[src/logic/pae_pkg.sv]
// Purpose: Shared constants for the process alarm evaluator.
// Assumes: Signed 16-bit process quantities, AXI4-Lite register access.
// Notes: Offsets are byte addresses of 32-bit words.
package pae_pkg;
  localparam int PAE_VAL_W = 16;
  localparam int PAE_ADDR_W = 6;
  typedef logic signed [PAE_VAL_W-1:0] pae_val_t;
  typedef logic [PAE_ADDR_W-1:0] pae_addr_t;

  localparam pae_addr_t PAE_CTRL_OFS = 6'h00;
  localparam pae_addr_t PAE_HIGH_OFS = 6'h04;
  localparam pae_addr_t PAE_LOW_OFS = 6'h08;
  localparam pae_addr_t PAE_HYST_OFS = 6'h0C;
  localparam pae_addr_t PAE_SENS_HI_OFS = 6'h10;
  localparam pae_addr_t PAE_SENS_LO_OFS = 6'h14;
  localparam pae_addr_t PAE_STATE_OFS = 6'h18;
  localparam pae_addr_t PAE_ACTION_OFS = 6'h1C;
  localparam pae_addr_t PAE_IRQ_STAT_OFS = 6'h20;
  localparam pae_addr_t PAE_IRQ_MASK_OFS = 6'h24;

  // Control register fields.
  localparam int PAE_CTRL_TYPE_BIT = 0;
  localparam int PAE_CTRL_LATCH_BIT = 1;
  localparam int PAE_CTRL_SIL_BIT = 2;
  localparam int PAE_CTRL_BLOCK_BIT = 3;
  localparam int PAE_CTRL_HI_EN_BIT = 4;
  localparam int PAE_CTRL_LO_EN_BIT = 5;
  localparam int PAE_CTRL_W = 6;
  localparam logic [PAE_CTRL_W-1:0] PAE_CTRL_RST = 6'h30;

  // Action register fields (write-only pulses).
  localparam int PAE_ACT_CLEAR_BIT = 0;
  localparam int PAE_ACT_SILENCE_BIT = 1;

  // Interrupt status fields.
  localparam int PAE_IRQ_W = 4;
  localparam int PAE_IRQ_RAISE_BIT = 0;
  localparam int PAE_IRQ_END_BIT = 1;
  localparam int PAE_IRQ_CFG_BIT = 2;
  localparam int PAE_IRQ_ARM_BIT = 3;

  localparam pae_val_t PAE_HIGH_RST = 16'h0064;
  localparam pae_val_t PAE_LOW_RST = 16'h0000;
  localparam pae_val_t PAE_HYST_RST = 16'h0001;
  localparam pae_val_t PAE_SENS_HI_RST = 16'h7FFF;
  localparam pae_val_t PAE_SENS_LO_RST = 16'h8000;

  localparam logic [1:0] PAE_RESP_OKAY = 2'h0;
  localparam logic [1:0] PAE_RESP_SLVERR = 2'h2;

  typedef enum logic [1:0] {
    PAE_ST_IDLE = 2'b00,
    PAE_ST_ALARM = 2'b01,
    PAE_ST_HELD = 2'b10
  } pae_state_e;
endpackage

[src/logic/pae_process_alarm_evaluator.sv]
// Purpose: Alarm evaluator comparing a process value with high and low thresholds.
// Assumes: pv_valid pulses once per process value update; inputs synchronous to clk.
// Notes: Registers over AXI4-Lite; alarm state readable and clearable there.
// How it works
// Alarm asserts when the monitored value leaves the threshold-bounded range.
// Absolute type compares the value with fixed configured thresholds.
// Deviation type uses set point plus offset and set point minus offset.
// Deviation thresholds follow every set point change.
// High above low, both inside the sensor range; violations are flagged.
// Alarm enters once the value reaches either threshold.
// Clearing band lies hysteresis inside each threshold.
// Condition ends only after the value passes back beyond the band.
// Latching keeps the alarm after the condition ends until operator clear; here a clear in the same cycle as pv_valid is ignored.
// Without latching the alarm drops by itself when the condition ends.
// Silence during an alarm forces the output off while alarm persists.
// Output re-arms only once the value is back beyond the band.
// Blocking suppresses an alarm already present at startup.
// Under blocking detection starts after the value first enters normal range.
// Deviation blocking also re-blocks after every set point change.
// Alarm state is kept and clearable even with no output assigned.
// Active alarm alternates upper display and lights the attention indicator.
// Conditions are evaluated once per value update with current thresholds.
`timescale 1ns/1ps
`default_nettype none
module pae_process_alarm_evaluator
  import pae_pkg::*;
(
  input wire logic clk, // System clock, 20 MHz.
  input wire logic resetn, // Asynchronous reset, active low.
  input wire pae_pkg::pae_val_t process_value, // Measured process value.
  input wire logic pv_valid, // Process value update strobe.
  input wire pae_pkg::pae_val_t control_setpoint, // Control set point.
  input wire logic op_clear, // Operator clear pulse from the panel.
  input wire logic op_silence, // Operator silence pulse from the panel.
  input wire logic display_tick, // Display toggle rate pulse.
  input wire pae_pkg::pae_addr_t s_axi_awaddr, // Write address.
  input wire logic s_axi_awvalid, // Write address valid.
  output logic s_axi_awready, // Write address ready.
  input wire logic [31:0] s_axi_wdata, // Write data.
  input wire logic [3:0] s_axi_wstrb, // Write byte strobes.
  input wire logic s_axi_wvalid, // Write data valid.
  output logic s_axi_wready, // Write data ready.
  output logic [1:0] s_axi_bresp, // Write response.
  output logic s_axi_bvalid, // Write response valid.
  input wire logic s_axi_bready, // Write response ready.
  input wire pae_pkg::pae_addr_t s_axi_araddr, // Read address.
  input wire logic s_axi_arvalid, // Read address valid.
  output logic s_axi_arready, // Read address ready.
  output logic [31:0] s_axi_rdata, // Read data.
  output logic [1:0] s_axi_rresp, // Read response.
  output logic s_axi_rvalid, // Read data valid.
  input wire logic s_axi_rready, // Read data ready.
  output logic alarm_active, // Alarm state.
  output logic alarm_output, // Alarm output drive.
  output logic upper_show_message, // Upper display shows the message.
  output logic attention_indicator, // Lower display attention indication.
  output logic irq // Level interrupt.
);
  import pae_pkg::*;

  logic [PAE_CTRL_W-1:0] ctrl_r;
  pae_val_t high_alarm_setpoint_r;
  pae_val_t low_alarm_setpoint_r;
  pae_val_t hyst_r;
  pae_val_t sens_hi_r;
  pae_val_t sens_lo_r;
  logic [PAE_IRQ_W-1:0] irq_stat_r;
  logic [PAE_IRQ_W-1:0] irq_mask_r;
  pae_state_e state_r;
  logic silenced_r;
  logic blocked_r;
  logic started_r;
  logic msg_phase_r;
  pae_val_t prev_sp_r;
  logic [PAE_VAL_W-1:0] last_pv_r;

  logic alarm_type_select;
  logic latch_select;
  logic silence_select;
  logic block_select;
  assign alarm_type_select = ctrl_r[PAE_CTRL_TYPE_BIT];
  assign latch_select = ctrl_r[PAE_CTRL_LATCH_BIT];
  assign silence_select = ctrl_r[PAE_CTRL_SIL_BIT];
  assign block_select = ctrl_r[PAE_CTRL_BLOCK_BIT];

  // Thresholds, widened by one bit so offsets from the set point cannot wrap.
  logic signed [PAE_VAL_W:0] thr_hi;
  logic signed [PAE_VAL_W:0] thr_lo;
  logic signed [PAE_VAL_W:0] band_hi;
  logic signed [PAE_VAL_W:0] band_lo;
  logic signed [PAE_VAL_W:0] pv_x;
  logic signed [PAE_VAL_W:0] sp_x;
  logic signed [PAE_VAL_W:0] hi_x;
  logic signed [PAE_VAL_W:0] lo_x;
  logic signed [PAE_VAL_W:0] hy_x;
  logic signed [PAE_VAL_W:0] sh_x;
  logic signed [PAE_VAL_W:0] sl_x;
  assign sp_x = {control_setpoint[PAE_VAL_W-1], control_setpoint};
  assign hi_x = {high_alarm_setpoint_r[PAE_VAL_W-1], high_alarm_setpoint_r};
  assign lo_x = {low_alarm_setpoint_r[PAE_VAL_W-1], low_alarm_setpoint_r};
  assign hy_x = {hyst_r[PAE_VAL_W-1], hyst_r};
  assign sh_x = {sens_hi_r[PAE_VAL_W-1], sens_hi_r};
  assign sl_x = {sens_lo_r[PAE_VAL_W-1], sens_lo_r};
  always_comb
  begin
    if (alarm_type_select)
    begin
      thr_hi = sp_x + hi_x;
      thr_lo = sp_x - lo_x;
    end
    else
    begin
      thr_hi = hi_x;
      thr_lo = lo_x;
    end
    band_hi = thr_hi - hy_x;
    band_lo = thr_lo + hy_x;
    pv_x = {process_value[PAE_VAL_W-1], process_value};
  end

  logic hi_en;
  logic lo_en;
  logic trip;
  logic normal;
  logic cfg_bad;
  assign hi_en = ctrl_r[PAE_CTRL_HI_EN_BIT];
  assign lo_en = ctrl_r[PAE_CTRL_LO_EN_BIT];
  assign trip = (hi_en && pv_x >= thr_hi) || (lo_en && pv_x <= thr_lo);
  assign normal = !(hi_en && pv_x > band_hi) && !(lo_en && pv_x < band_lo);
  assign cfg_bad = (hi_en && lo_en && thr_hi <= thr_lo) || (hi_en && thr_hi >= sh_x)
    || (lo_en && thr_lo <= sl_x);

  logic sp_changed;
  assign sp_changed = alarm_type_select && (control_setpoint != prev_sp_r);

  // AXI4-Lite slave: one write and one read at a time.
  logic aw_done_r;
  logic w_done_r;
  pae_addr_t awaddr_r;
  logic [31:0] wdata_r;
  logic [3:0] wstrb_r;
  logic wr_fire;
  assign s_axi_awready = !aw_done_r && !s_axi_bvalid;
  assign s_axi_wready = !w_done_r && !s_axi_bvalid;
  assign wr_fire = (aw_done_r || (s_axi_awvalid && s_axi_awready))
    && (w_done_r || (s_axi_wvalid && s_axi_wready));
  pae_addr_t wa;
  logic [31:0] wd;
  assign wa = aw_done_r ? awaddr_r : s_axi_awaddr;
  assign wd = w_done_r ? wdata_r : s_axi_wdata;
  logic wfull;
  assign wfull = (w_done_r ? wstrb_r : s_axi_wstrb) == 4'hF;
  logic wmap;
  assign wmap = wa <= PAE_IRQ_MASK_OFS && wa[1:0] == 2'h0 && wa != PAE_STATE_OFS;

  always_ff @(posedge clk or negedge resetn)
  begin
    if (!resetn)
    begin
      aw_done_r <= 1'b0;
      w_done_r <= 1'b0;
      awaddr_r <= '0;
      wdata_r <= '0;
      wstrb_r <= '0;
      s_axi_bvalid <= 1'b0;
      s_axi_bresp <= PAE_RESP_OKAY;
    end
    else
    begin
      if (wr_fire)
      begin
        aw_done_r <= 1'b0;
        w_done_r <= 1'b0;
        s_axi_bvalid <= 1'b1;
        s_axi_bresp <= wmap ? PAE_RESP_OKAY : PAE_RESP_SLVERR;
      end
      else
      begin
        if (s_axi_awvalid && s_axi_awready)
        begin
          aw_done_r <= 1'b1;
          awaddr_r <= s_axi_awaddr;
        end
        if (s_axi_wvalid && s_axi_wready)
        begin
          w_done_r <= 1'b1;
          wdata_r <= s_axi_wdata;
          wstrb_r <= s_axi_wstrb;
        end
        if (s_axi_bvalid && s_axi_bready)
          s_axi_bvalid <= 1'b0;
      end
    end
  end

  logic wr_ok;
  assign wr_ok = wr_fire && wmap && wfull;

  always_ff @(posedge clk or negedge resetn)
  begin
    if (!resetn)
    begin
      ctrl_r <= PAE_CTRL_RST;
      high_alarm_setpoint_r <= PAE_HIGH_RST;
      low_alarm_setpoint_r <= PAE_LOW_RST;
      hyst_r <= PAE_HYST_RST;
      sens_hi_r <= PAE_SENS_HI_RST;
      sens_lo_r <= PAE_SENS_LO_RST;
      irq_mask_r <= '0;
    end
    else if (wr_ok)
    begin
      case (wa)
        PAE_CTRL_OFS: ctrl_r <= wd[PAE_CTRL_W-1:0];
        PAE_HIGH_OFS: high_alarm_setpoint_r <= wd[PAE_VAL_W-1:0];
        PAE_LOW_OFS: low_alarm_setpoint_r <= wd[PAE_VAL_W-1:0];
        PAE_HYST_OFS: hyst_r <= wd[PAE_VAL_W-1:0];
        PAE_SENS_HI_OFS: sens_hi_r <= wd[PAE_VAL_W-1:0];
        PAE_SENS_LO_OFS: sens_lo_r <= wd[PAE_VAL_W-1:0];
        PAE_IRQ_MASK_OFS: irq_mask_r <= wd[PAE_IRQ_W-1:0];
        default: ;
      endcase
    end
  end

  logic sw_clear;
  logic sw_silence;
  assign sw_clear = wr_ok && wa == PAE_ACTION_OFS && wd[PAE_ACT_CLEAR_BIT];
  assign sw_silence = wr_ok && wa == PAE_ACTION_OFS && wd[PAE_ACT_SILENCE_BIT];
  logic clear_req;
  logic silence_req;
  assign clear_req = op_clear || sw_clear;
  assign silence_req = op_silence || sw_silence;

  // Alarm state machine, advanced on each process value update.
  logic ev_raise;
  logic ev_end;
  logic ev_arm;
  always_ff @(posedge clk or negedge resetn)
  begin
    if (!resetn)
    begin
      state_r <= PAE_ST_IDLE;
      silenced_r <= 1'b0;
      blocked_r <= 1'b1;
      started_r <= 1'b0;
      prev_sp_r <= '0;
      last_pv_r <= '0;
      ev_raise <= 1'b0;
      ev_end <= 1'b0;
      ev_arm <= 1'b0;
    end
    else
    begin
      ev_raise <= 1'b0;
      ev_end <= 1'b0;
      ev_arm <= 1'b0;
      if (silence_req && silence_select && state_r != PAE_ST_IDLE)
        silenced_r <= 1'b1;
      if (pv_valid)
      begin
        last_pv_r <= process_value;
        prev_sp_r <= control_setpoint;
        started_r <= 1'b1;
        if (normal && silenced_r)
        begin
          silenced_r <= 1'b0;
          ev_arm <= 1'b1;
        end
        if (block_select && (!started_r || sp_changed) && !normal)
          blocked_r <= 1'b1;
        else if (normal || !block_select)
          blocked_r <= 1'b0;
        case (state_r)
          PAE_ST_IDLE:
          begin
            if (trip && !(block_select && (blocked_r || !started_r || sp_changed)))
            begin
              state_r <= PAE_ST_ALARM;
              ev_raise <= 1'b1;
            end
          end
          PAE_ST_ALARM:
          begin
            if (normal)
            begin
              state_r <= latch_select ? PAE_ST_HELD : PAE_ST_IDLE;
              ev_end <= 1'b1;
            end
          end
          PAE_ST_HELD:
          begin
            if (trip)
              state_r <= PAE_ST_ALARM;
          end
          default: state_r <= PAE_ST_IDLE;
        endcase
      end
      else if (clear_req && state_r == PAE_ST_HELD)
      begin
        state_r <= PAE_ST_IDLE;
        silenced_r <= 1'b0;
      end
    end
  end

  assign alarm_active = state_r != PAE_ST_IDLE;
  assign alarm_output = alarm_active && !silenced_r;

  always_ff @(posedge clk or negedge resetn)
  begin
    if (!resetn)
      msg_phase_r <= 1'b0;
    else if (!alarm_active)
      msg_phase_r <= 1'b0;
    else if (display_tick)
      msg_phase_r <= !msg_phase_r;
  end
  assign upper_show_message = msg_phase_r;
  assign attention_indicator = alarm_active;

  // Sticky interrupt status; a set in the same cycle as a clear wins.
  logic [PAE_IRQ_W-1:0] irq_set;
  logic [PAE_IRQ_W-1:0] irq_clr;
  always_comb
  begin
    irq_set = '0;
    irq_set[PAE_IRQ_RAISE_BIT] = ev_raise;
    irq_set[PAE_IRQ_END_BIT] = ev_end;
    irq_set[PAE_IRQ_CFG_BIT] = cfg_bad;
    irq_set[PAE_IRQ_ARM_BIT] = ev_arm;
    irq_clr = (wr_ok && wa == PAE_IRQ_STAT_OFS) ? wd[PAE_IRQ_W-1:0] : '0;
  end
  always_ff @(posedge clk or negedge resetn)
  begin
    if (!resetn)
      irq_stat_r <= '0;
    else
      irq_stat_r <= (irq_stat_r & ~irq_clr) | irq_set;
  end
  assign irq = |(irq_stat_r & irq_mask_r);

  // Read channel.
  logic [31:0] rd_val;
  logic rd_map;
  always_comb
  begin
    rd_val = '0;
    rd_map = 1'b1;
    case (s_axi_araddr)
      PAE_CTRL_OFS: rd_val = {26'h0, ctrl_r};
      PAE_HIGH_OFS: rd_val = {16'h0, high_alarm_setpoint_r};
      PAE_LOW_OFS: rd_val = {16'h0, low_alarm_setpoint_r};
      PAE_HYST_OFS: rd_val = {16'h0, hyst_r};
      PAE_SENS_HI_OFS: rd_val = {16'h0, sens_hi_r};
      PAE_SENS_LO_OFS: rd_val = {16'h0, sens_lo_r};
      PAE_STATE_OFS: rd_val = {last_pv_r, 10'h0, blocked_r, silenced_r, alarm_output,
        cfg_bad, state_r};
      PAE_ACTION_OFS: rd_val = '0;
      PAE_IRQ_STAT_OFS: rd_val = {28'h0, irq_stat_r};
      PAE_IRQ_MASK_OFS: rd_val = {28'h0, irq_mask_r};
      default: rd_map = 1'b0;
    endcase
  end
  assign s_axi_arready = !s_axi_rvalid;
  always_ff @(posedge clk or negedge resetn)
  begin
    if (!resetn)
    begin
      s_axi_rvalid <= 1'b0;
      s_axi_rdata <= '0;
      s_axi_rresp <= PAE_RESP_OKAY;
    end
    else if (s_axi_arvalid && s_axi_arready)
    begin
      s_axi_rvalid <= 1'b1;
      s_axi_rdata <= rd_val;
      s_axi_rresp <= rd_map ? PAE_RESP_OKAY : PAE_RESP_SLVERR;
    end
    else if (s_axi_rready)
      s_axi_rvalid <= 1'b0;
  end
endmodule
`default_nettype wire

[config.mk]
export PLATFORM = sky130hd
export DESIGN_NAME = pae_process_alarm_evaluator
export DESIGN_NICKNAME = d
export VERILOG_FILES = /design/src/logic/pae_pkg.sv /design/src/logic/pae_process_alarm_evaluator.sv
export SDC_FILE = /design/constraint.sdc
export NUM_CORES = 1
export LEC_CHECK = 0
export BUFFER_PORTS_ARGS = -buffer_cell sky130_fd_sc_hd__buf_4
export CORE_MARGIN = 1
export CORE_UTILIZATION = 55
export DETAILED_ROUTE_END_ITERATION = 6
export GPL_TIMING_DRIVEN = 0
export HOLD_SLACK_MARGIN = 0.06
export PLACE_DENSITY = 0.72
export SLEW_MARGIN = 20
export SYNTH_ARGS = -nofsm -noshare
export SYNTH_HDL_FRONTEND = slang
export SYNTH_SLANG_ARGS = --single-unit
[constraint.sdc]
create_clock -name clk -period 6.9 [get_ports clk]
set_input_delay 1.035 -clock clk [delete_from_list [all_inputs] [get_ports clk]]
set_output_delay 1.035 -clock clk [all_outputs]
set_load 0.01 [all_outputs]
Yosys cells after proc, flatten, opt, wreduce, memory -nomap -nowiden --
Cells that the tools add are included.
Storage, ports and cells: register bits 201, output and inout bits 46, word-level logic and storage cells 193
Operators by class: add/subtract/negate cells 4, magnitude comparators 8, eq/ne operators 26, muxes and demuxes 41, bitwise operators 5, reductions and logical operators 81
Operators with widths (number):
- 32-bit case mux with 9 select lines | 1
- 6-bit by 5-bit equality test with 1-bit output, second input constant | 7
- 1-bit logical AND | 34
- 17-bit 2-to-1 mux | 2
- 1-bit 2-to-1 mux | 25
- 6-bit by 4-bit equality test with 1-bit output, second input constant | 4
- 6-bit equality test, second input constant | 4
- 2-bit AND reduction | 10
- 16-bit by 16-bit adder with 17-bit output | 1
- 17-bit by 16-bit adder with 17-bit output | 1
- 16-bit by 17-bit greater-or-equal comparator with 1-bit output | 1
- 17-bit by 16-bit greater-or-equal comparator with 1-bit output | 1
- 16-bit by 17-bit > comparator with 1-bit output | 1
- 16-bit by 17-bit less-or-equal comparator with 1-bit output | 1
- 17-bit by 16-bit less-or-equal comparator with 1-bit output | 1
- 17-bit less-or-equal comparator | 1
- 16-bit by 17-bit less-than comparator with 1-bit output | 1
- 16-bit by 16-bit subtractor with 17-bit output | 1
- 17-bit by 16-bit subtractor with 17-bit output | 1
- 16-bit 2-to-1 mux | 1
- 2-bit 2-to-1 mux | 8
- 16-bit != test | 1
- 2-bit nonzero test | 7
- 6-bit by 3-bit equality test with 1-bit output, second input constant | 2
- other kinds (21) | 48

Logic depth before layout (Yosys ltp) --
depth in word-level cells 15, depth in mapped cells 29

Worst setup path after synthesis --
Ideal clock, no wire load.
path kind input-to-reg, from input control_setpoint[0], to register state_r[1], setup time 0.120 ns, arrival time 5.493 ns, required time 6.780 ns, slack 1.286 ns, cell stages on the path 28, path buffers 0, cells stage by stage inv_1 > ha_1 > inv_1 > fa_1 > a21oi_1 > inv_1 > a21oi_1 > xnor2_1 > nand2_1 > o21ai_0 > ha_1 > o21a_1 > o31a_1 > or4_1 > nor4bb_1 > nor2_1 > a211oi_1 > a211o_1 > xnor2_1 > xnor2_1 > ha_1 > nand2_1 > a2111oi_0 > o21ai_0 > a21o_1 > nand3_1 > nor2_1 > a41o_1
Between the ends: longest elaborated chain between the ends 9
Ends and longest elaborated chain:
- start, declared | line pae_process_alarm_evaluator.sv:32 | input wire pae_pkg::pae_val_t control_setpoint,
- 16-bit by 16-bit adder with 17-bit output / 16-bit by 16-bit subtractor with 17-bit output (equally long branches) | line pae_process_alarm_evaluator.sv:108, pae_process_alarm_evaluator.sv:109
- 17-bit 2-to-1 mux | line pae_process_alarm_evaluator.sv:106 | if (alarm_type_select)
- 17-bit by 16-bit subtractor with 17-bit output / 17-bit by 16-bit adder with 17-bit output (equally long branches) | line pae_process_alarm_evaluator.sv:116, pae_process_alarm_evaluator.sv:117
- 16-bit by 17-bit > comparator with 1-bit output / 16-bit by 17-bit less-than comparator with 1-bit output (equally long branches) | line pae_process_alarm_evaluator.sv:129 | assign normal = !(hi_en && pv_x > band_hi) && !(lo_en && pv_x < band_lo);
- 1-bit logical AND | line pae_process_alarm_evaluator.sv:129
- 1-bit zero test | line pae_process_alarm_evaluator.sv:129
- 1-bit logical AND | line pae_process_alarm_evaluator.sv:129
- 3-bit != test (no source line)
- 4-bit AND reduction (no source line) (*)
- end signal, assigned | line pae_process_alarm_evaluator.sv:287 | state_r <= latch_select ? PAE_ST_HELD : PAE_ST_IDLE;
- end, declared | line pae_process_alarm_evaluator.sv:69 | pae_state_e state_r;
Every way passes the cells marked *; elsewhere a longest branch is shown, timed or not. A chain may end at the register's enable or synchronous reset.

Worst setup path after layout --
Ends and elaborated chain as after synthesis.

==> results.sh <==
export IMPL_run_status="finished, final reports clean"
export IMPL_numCtsBuffers=17
export IMPL_timing_max_slew_rel_slack=0.380
export IMPL_synth_largest_type_area_fraction=0.301
export IMPL_floorplan_die_height_um=165
export IMPL_chipWidth_um=165
export IMPL_period_utilization=0.943
export IMPL_antenna_found_initial=0
export IMPL_cap_violations=0
export IMPL_shortest_clock_period_the_worst_path_allows_after_layout_ns=6.51
export IMPL_hold_violations=0
export IMPL_number_of_global_route_vias_before_repair=12800
export IMPL_synth_ff_type="sky130_fd_sc_hd__dfrtp_1"
export IMPL_post_synth_most_frequent_cells="sky130_fd_sc_hd__ha_1, sky130_fd_sc_hd__dfrtp_1, sky130_fd_sc_hd__nor2_1, sky130_fd_sc_hd__a21oi_1, sky130_fd_sc_hd__inv_1"
export IMPL_start_util=0.562
export IMPL_clock_latency_ns=0.47
export IMPL_grt_first_pass_wirelength_mm=70.3
export IMPL_final_util=0.641
export IMPL_maxClockFrequency_ghz=0.154
export IMPL_post_route_cells_drive_above_1_share=0.169
export IMPL_finalSetupViolCount=0
export IMPL_synthDominantAreaCellType="sky130_fd_sc_hd__dfrtp_1"
export IMPL_worst_setup_path_end_kind="register"
export IMPL_maxSlewViolCount=0
export IMPL_clock_tree_root="sky130_fd_sc_hd__clkbuf_16"
export IMPL_crit_required_ns=7.26
export IMPL_cell_rows=59
export IMPL_wire_per_inst_um=22.1
export IMPL_worst_path_max_fanout=5
export IMPL_area_growth_syn_to_layout_pct=14.1
export IMPL_max_clock_path_buffers=2
export IMPL_boundaryPins=137
export IMPL_yosysMostFrequentCell="sky130_fd_sc_hd__ha_1"
export IMPL_postRouteWirelength_mm=45.9
export IMPL_power_leakage_uw=0.00783
export IMPL_ys_types=72
export IMPL_vias_per_cell=6.22
export IMPL_global_route_usage_total=0.346
export IMPL_powerDensity_nw_per_um2=201
export IMPL_port_buffers=117
export IMPL_synth_edf_count=0
export IMPL_grt_max_degree=104
export IMPL_holdBufCountCts=0
export IMPL_gpl_final_weighted_congestion=0.923
export IMPL_peakVddDrop_uv=167
export IMPL_cp_data_arrival_time_ns=6.86
export IMPL_final_antenna_net_count=0
export IMPL_cts_htree_levels=4
export IMPL_dp_final_hpwl_mm=36.5
export IMPL_synth_warnings=0
export IMPL_grt_overflow_total=0
export IMPL_crit_path_max_incr_delay_ns=0.52
export IMPL_async_flop_share=1.00
export IMPL_critPathLaunchType="primary input"
export IMPL_criticalPathCategory="primary input to register"
export IMPL_drt_pass1_iterations=7
export IMPL_critical_path_slowest_cell="sky130_fd_sc_hd__ha_1"
export IMPL_vias=12900
export IMPL_synth_area_leaders="sky130_fd_sc_hd__dfrtp_1, sky130_fd_sc_hd__ha_1, sky130_fd_sc_hd__mux2_2"
export IMPL_finalInstanceArea_sq_um=16700
export IMPL_layout_nets=2007
export IMPL_worst_clock_skew_ns=0.0220
export IMPL_ys_seq_elements=199
export IMPL_num_antenna_cells=0
export IMPL_cell_area_synth_sq_um=14600
export IMPL_cts_tree="built"
export IMPL_synthCells=1588
export IMPL_number_of_drc_violations_after_detailed_routing_iteration_0=1139
export IMPL_clk_pin_slew_ns=0.11
export IMPL_cts_sink_count=199
export IMPL_post_synth_cell_area_avg_sq_um=9.22
export IMPL_die_area_sq_um=27300
export IMPL_synth_sequential_area_ratio=0.342
export IMPL_detailed_place_area_sq_um=16000
export IMPL_min_delay_path_class="primary input to asynchronous set/reset pin"
export IMPL_coreArea_sq_um=26100
export IMPL_tightest_slew_ns=0.921
export IMPL_rsz0062_at_grt="false"
export IMPL_drt_drc_violations_left=0
-- routing by layer --
metal | global-route usage | wire (um) | share of wire | vias up
met3 | 0.0522 | 3510 | 0.076 | 95
met2 | 0.563 | 21200 | 0.46 | 554
li1 | - | - | - | 6024
met4 | 0.160 | 1790 | 0.039 | 0
met1 | 0.453 | 19400 | 0.42 | 6253
met5 | 0 | 0 | 0 | -
-- where the power goes --
| part | internal [uW] | switching [uW] |
|---|---|---|
| Combinational | 372 | 484 |
| Sequential | 1290 | 78.4 |
| Clock | 545 | 592 |
| Total | 2200 | 1150 |
-- sequential cells by signal, indices dropped and copies added, names as in the netlist, 2 cells and up --
name                   cells
sens_hi_r                 16
awaddr_r                   6
sens_lo_r                 16
ctrl_r                     6
wstrb_r                    4
state_r                    2
low_alarm_setpoint_r      16
s_axi_rdata               32
irq_stat_r                 4
irq_mask_r                 4
prev_sp_r                 16
wdata_r                   16
high_alarm_setpoint_r     16
hyst_r                    16
last_pv_r                 16
-- cell families after synthesis --
kind of cell / synth area share
buffers and inverters: 0.0485
other: 0.000256
adders and majority gates: 0.162
xor gates and xnor gates: 0.0401
muxes: 0.0794
DFF: 0.342
and+or+nand+nor: 0.137
AOI/OAI and AO/OA: 0.191
-- metrics by stage --
step	power (uW)	hold slack [ns]	instances	setup TNS, ns	worst slack (ns)
after global routing	3500	0.406	2077	0	0.00264
final	3360	0.388	2077	0	0.394
after detailed placement	2230	0.417	2044	-0.0211	-0.0211
after floorplan	1930	0.404	1589	0	1.29
after CTS	3360	0.399	2076	0	0.277
after global placement	2200	0.409	2041	-0.0000488	-0.0000488
-- area by class of cell --
| cell class | count | area (sq um) |
|---|---|---|
| tap | 335 | 419 |
| inverter | 125 | 469 |
| timing repair buffer | 121 | 956 |
| clock inverter | 15 | 234 |
| multi-input combinational | 1212 | 8950 |
| buffer | 53 | 243 |
| sequential | 199 | 5010 |
| clock buffer | 17 | 425 |
| fill | 2234 | 9350 |
-- worst max-delay path: cells and delay by family --
| family | cells | cell delay [ns] |
|---|---|---|
| AND/OR/NAND/NOR | 9 | 1.32 |
| adder cells (fa/ha/maj) | 4 | 1.44 |
| AO/OA/AOI/OAI | 10 | 2.37 |
| buffers and inverters | 3 | 0.28 |
| XOR/XNOR | 3 | 0.40 |
-- cells in the final DEF (no fill, tap or decap), types with 11 or more instances in the layout --
cell type                   Yosys  final
sky130_fd_sc_hd__a21oi_1      152    151
sky130_fd_sc_hd__mux2_2        79     79
sky130_fd_sc_hd__inv_1        125    125
sky130_fd_sc_hd__nand2_1       84     84
sky130_fd_sc_hd__buf_2         13     13
sky130_fd_sc_hd__dfrtp_1      176    176
sky130_fd_sc_hd__clkbuf_1      27     27
sky130_fd_sc_hd__a21o_1        45     45
sky130_fd_sc_hd__xor2_1        36     36
sky130_fd_sc_hd__mux2i_1       25     25
sky130_fd_sc_hd__xnor2_1       31     31
sky130_fd_sc_hd__dfstp_2       23     23
sky130_fd_sc_hd__clkbuf_16      0     17
sky130_fd_sc_hd__a222oi_1      13     13
sky130_fd_sc_hd__a22o_1        31     31
sky130_fd_sc_hd__nand2b_1      18     18
sky130_fd_sc_hd__nand3_1       30     30
sky130_fd_sc_hd__nor2_1       157    157
sky130_fd_sc_hd__nand4_1       23     23
sky130_fd_sc_hd__a22oi_1       24     24
sky130_fd_sc_hd__o21ai_0       67     67
sky130_fd_sc_hd__nor2b_1       20     20
sky130_fd_sc_hd__nor3_1        28     28
sky130_fd_sc_hd__buf_4          5    123
sky130_fd_sc_hd__o211ai_1      11     11
sky130_fd_sc_hd__o21a_1        17     17
sky130_fd_sc_hd__ha_1         183    183
-- worst paths after layout --
check | from | endpoint | slack [ns] | cells after the start
min in group clk | ev_end | irq_stat_r[1] | 0.44 | 1
worst min register to register | ev_end | irq_stat_r[1] | 0.44 | 1
max in group asynchronous | resetn | ctrl_r[4] | 5.72 | 2
worst min-delay path | resetn | prev_sp_r[1] | 0.39 | 1
worst max register to register | ctrl_r[0] | state_r[1] | 0.41 | 22
worst max-delay path | control_setpoint[0] | state_r[1] | 0.39 | 29
-- what timing repair did --
item                       in CTS  in global routing
buffers inserted                0                  1
setup endpoints to repair       0                  6
gates resized for setup         0                  3
Note: power is estimated with default switching activity, not from simulation.
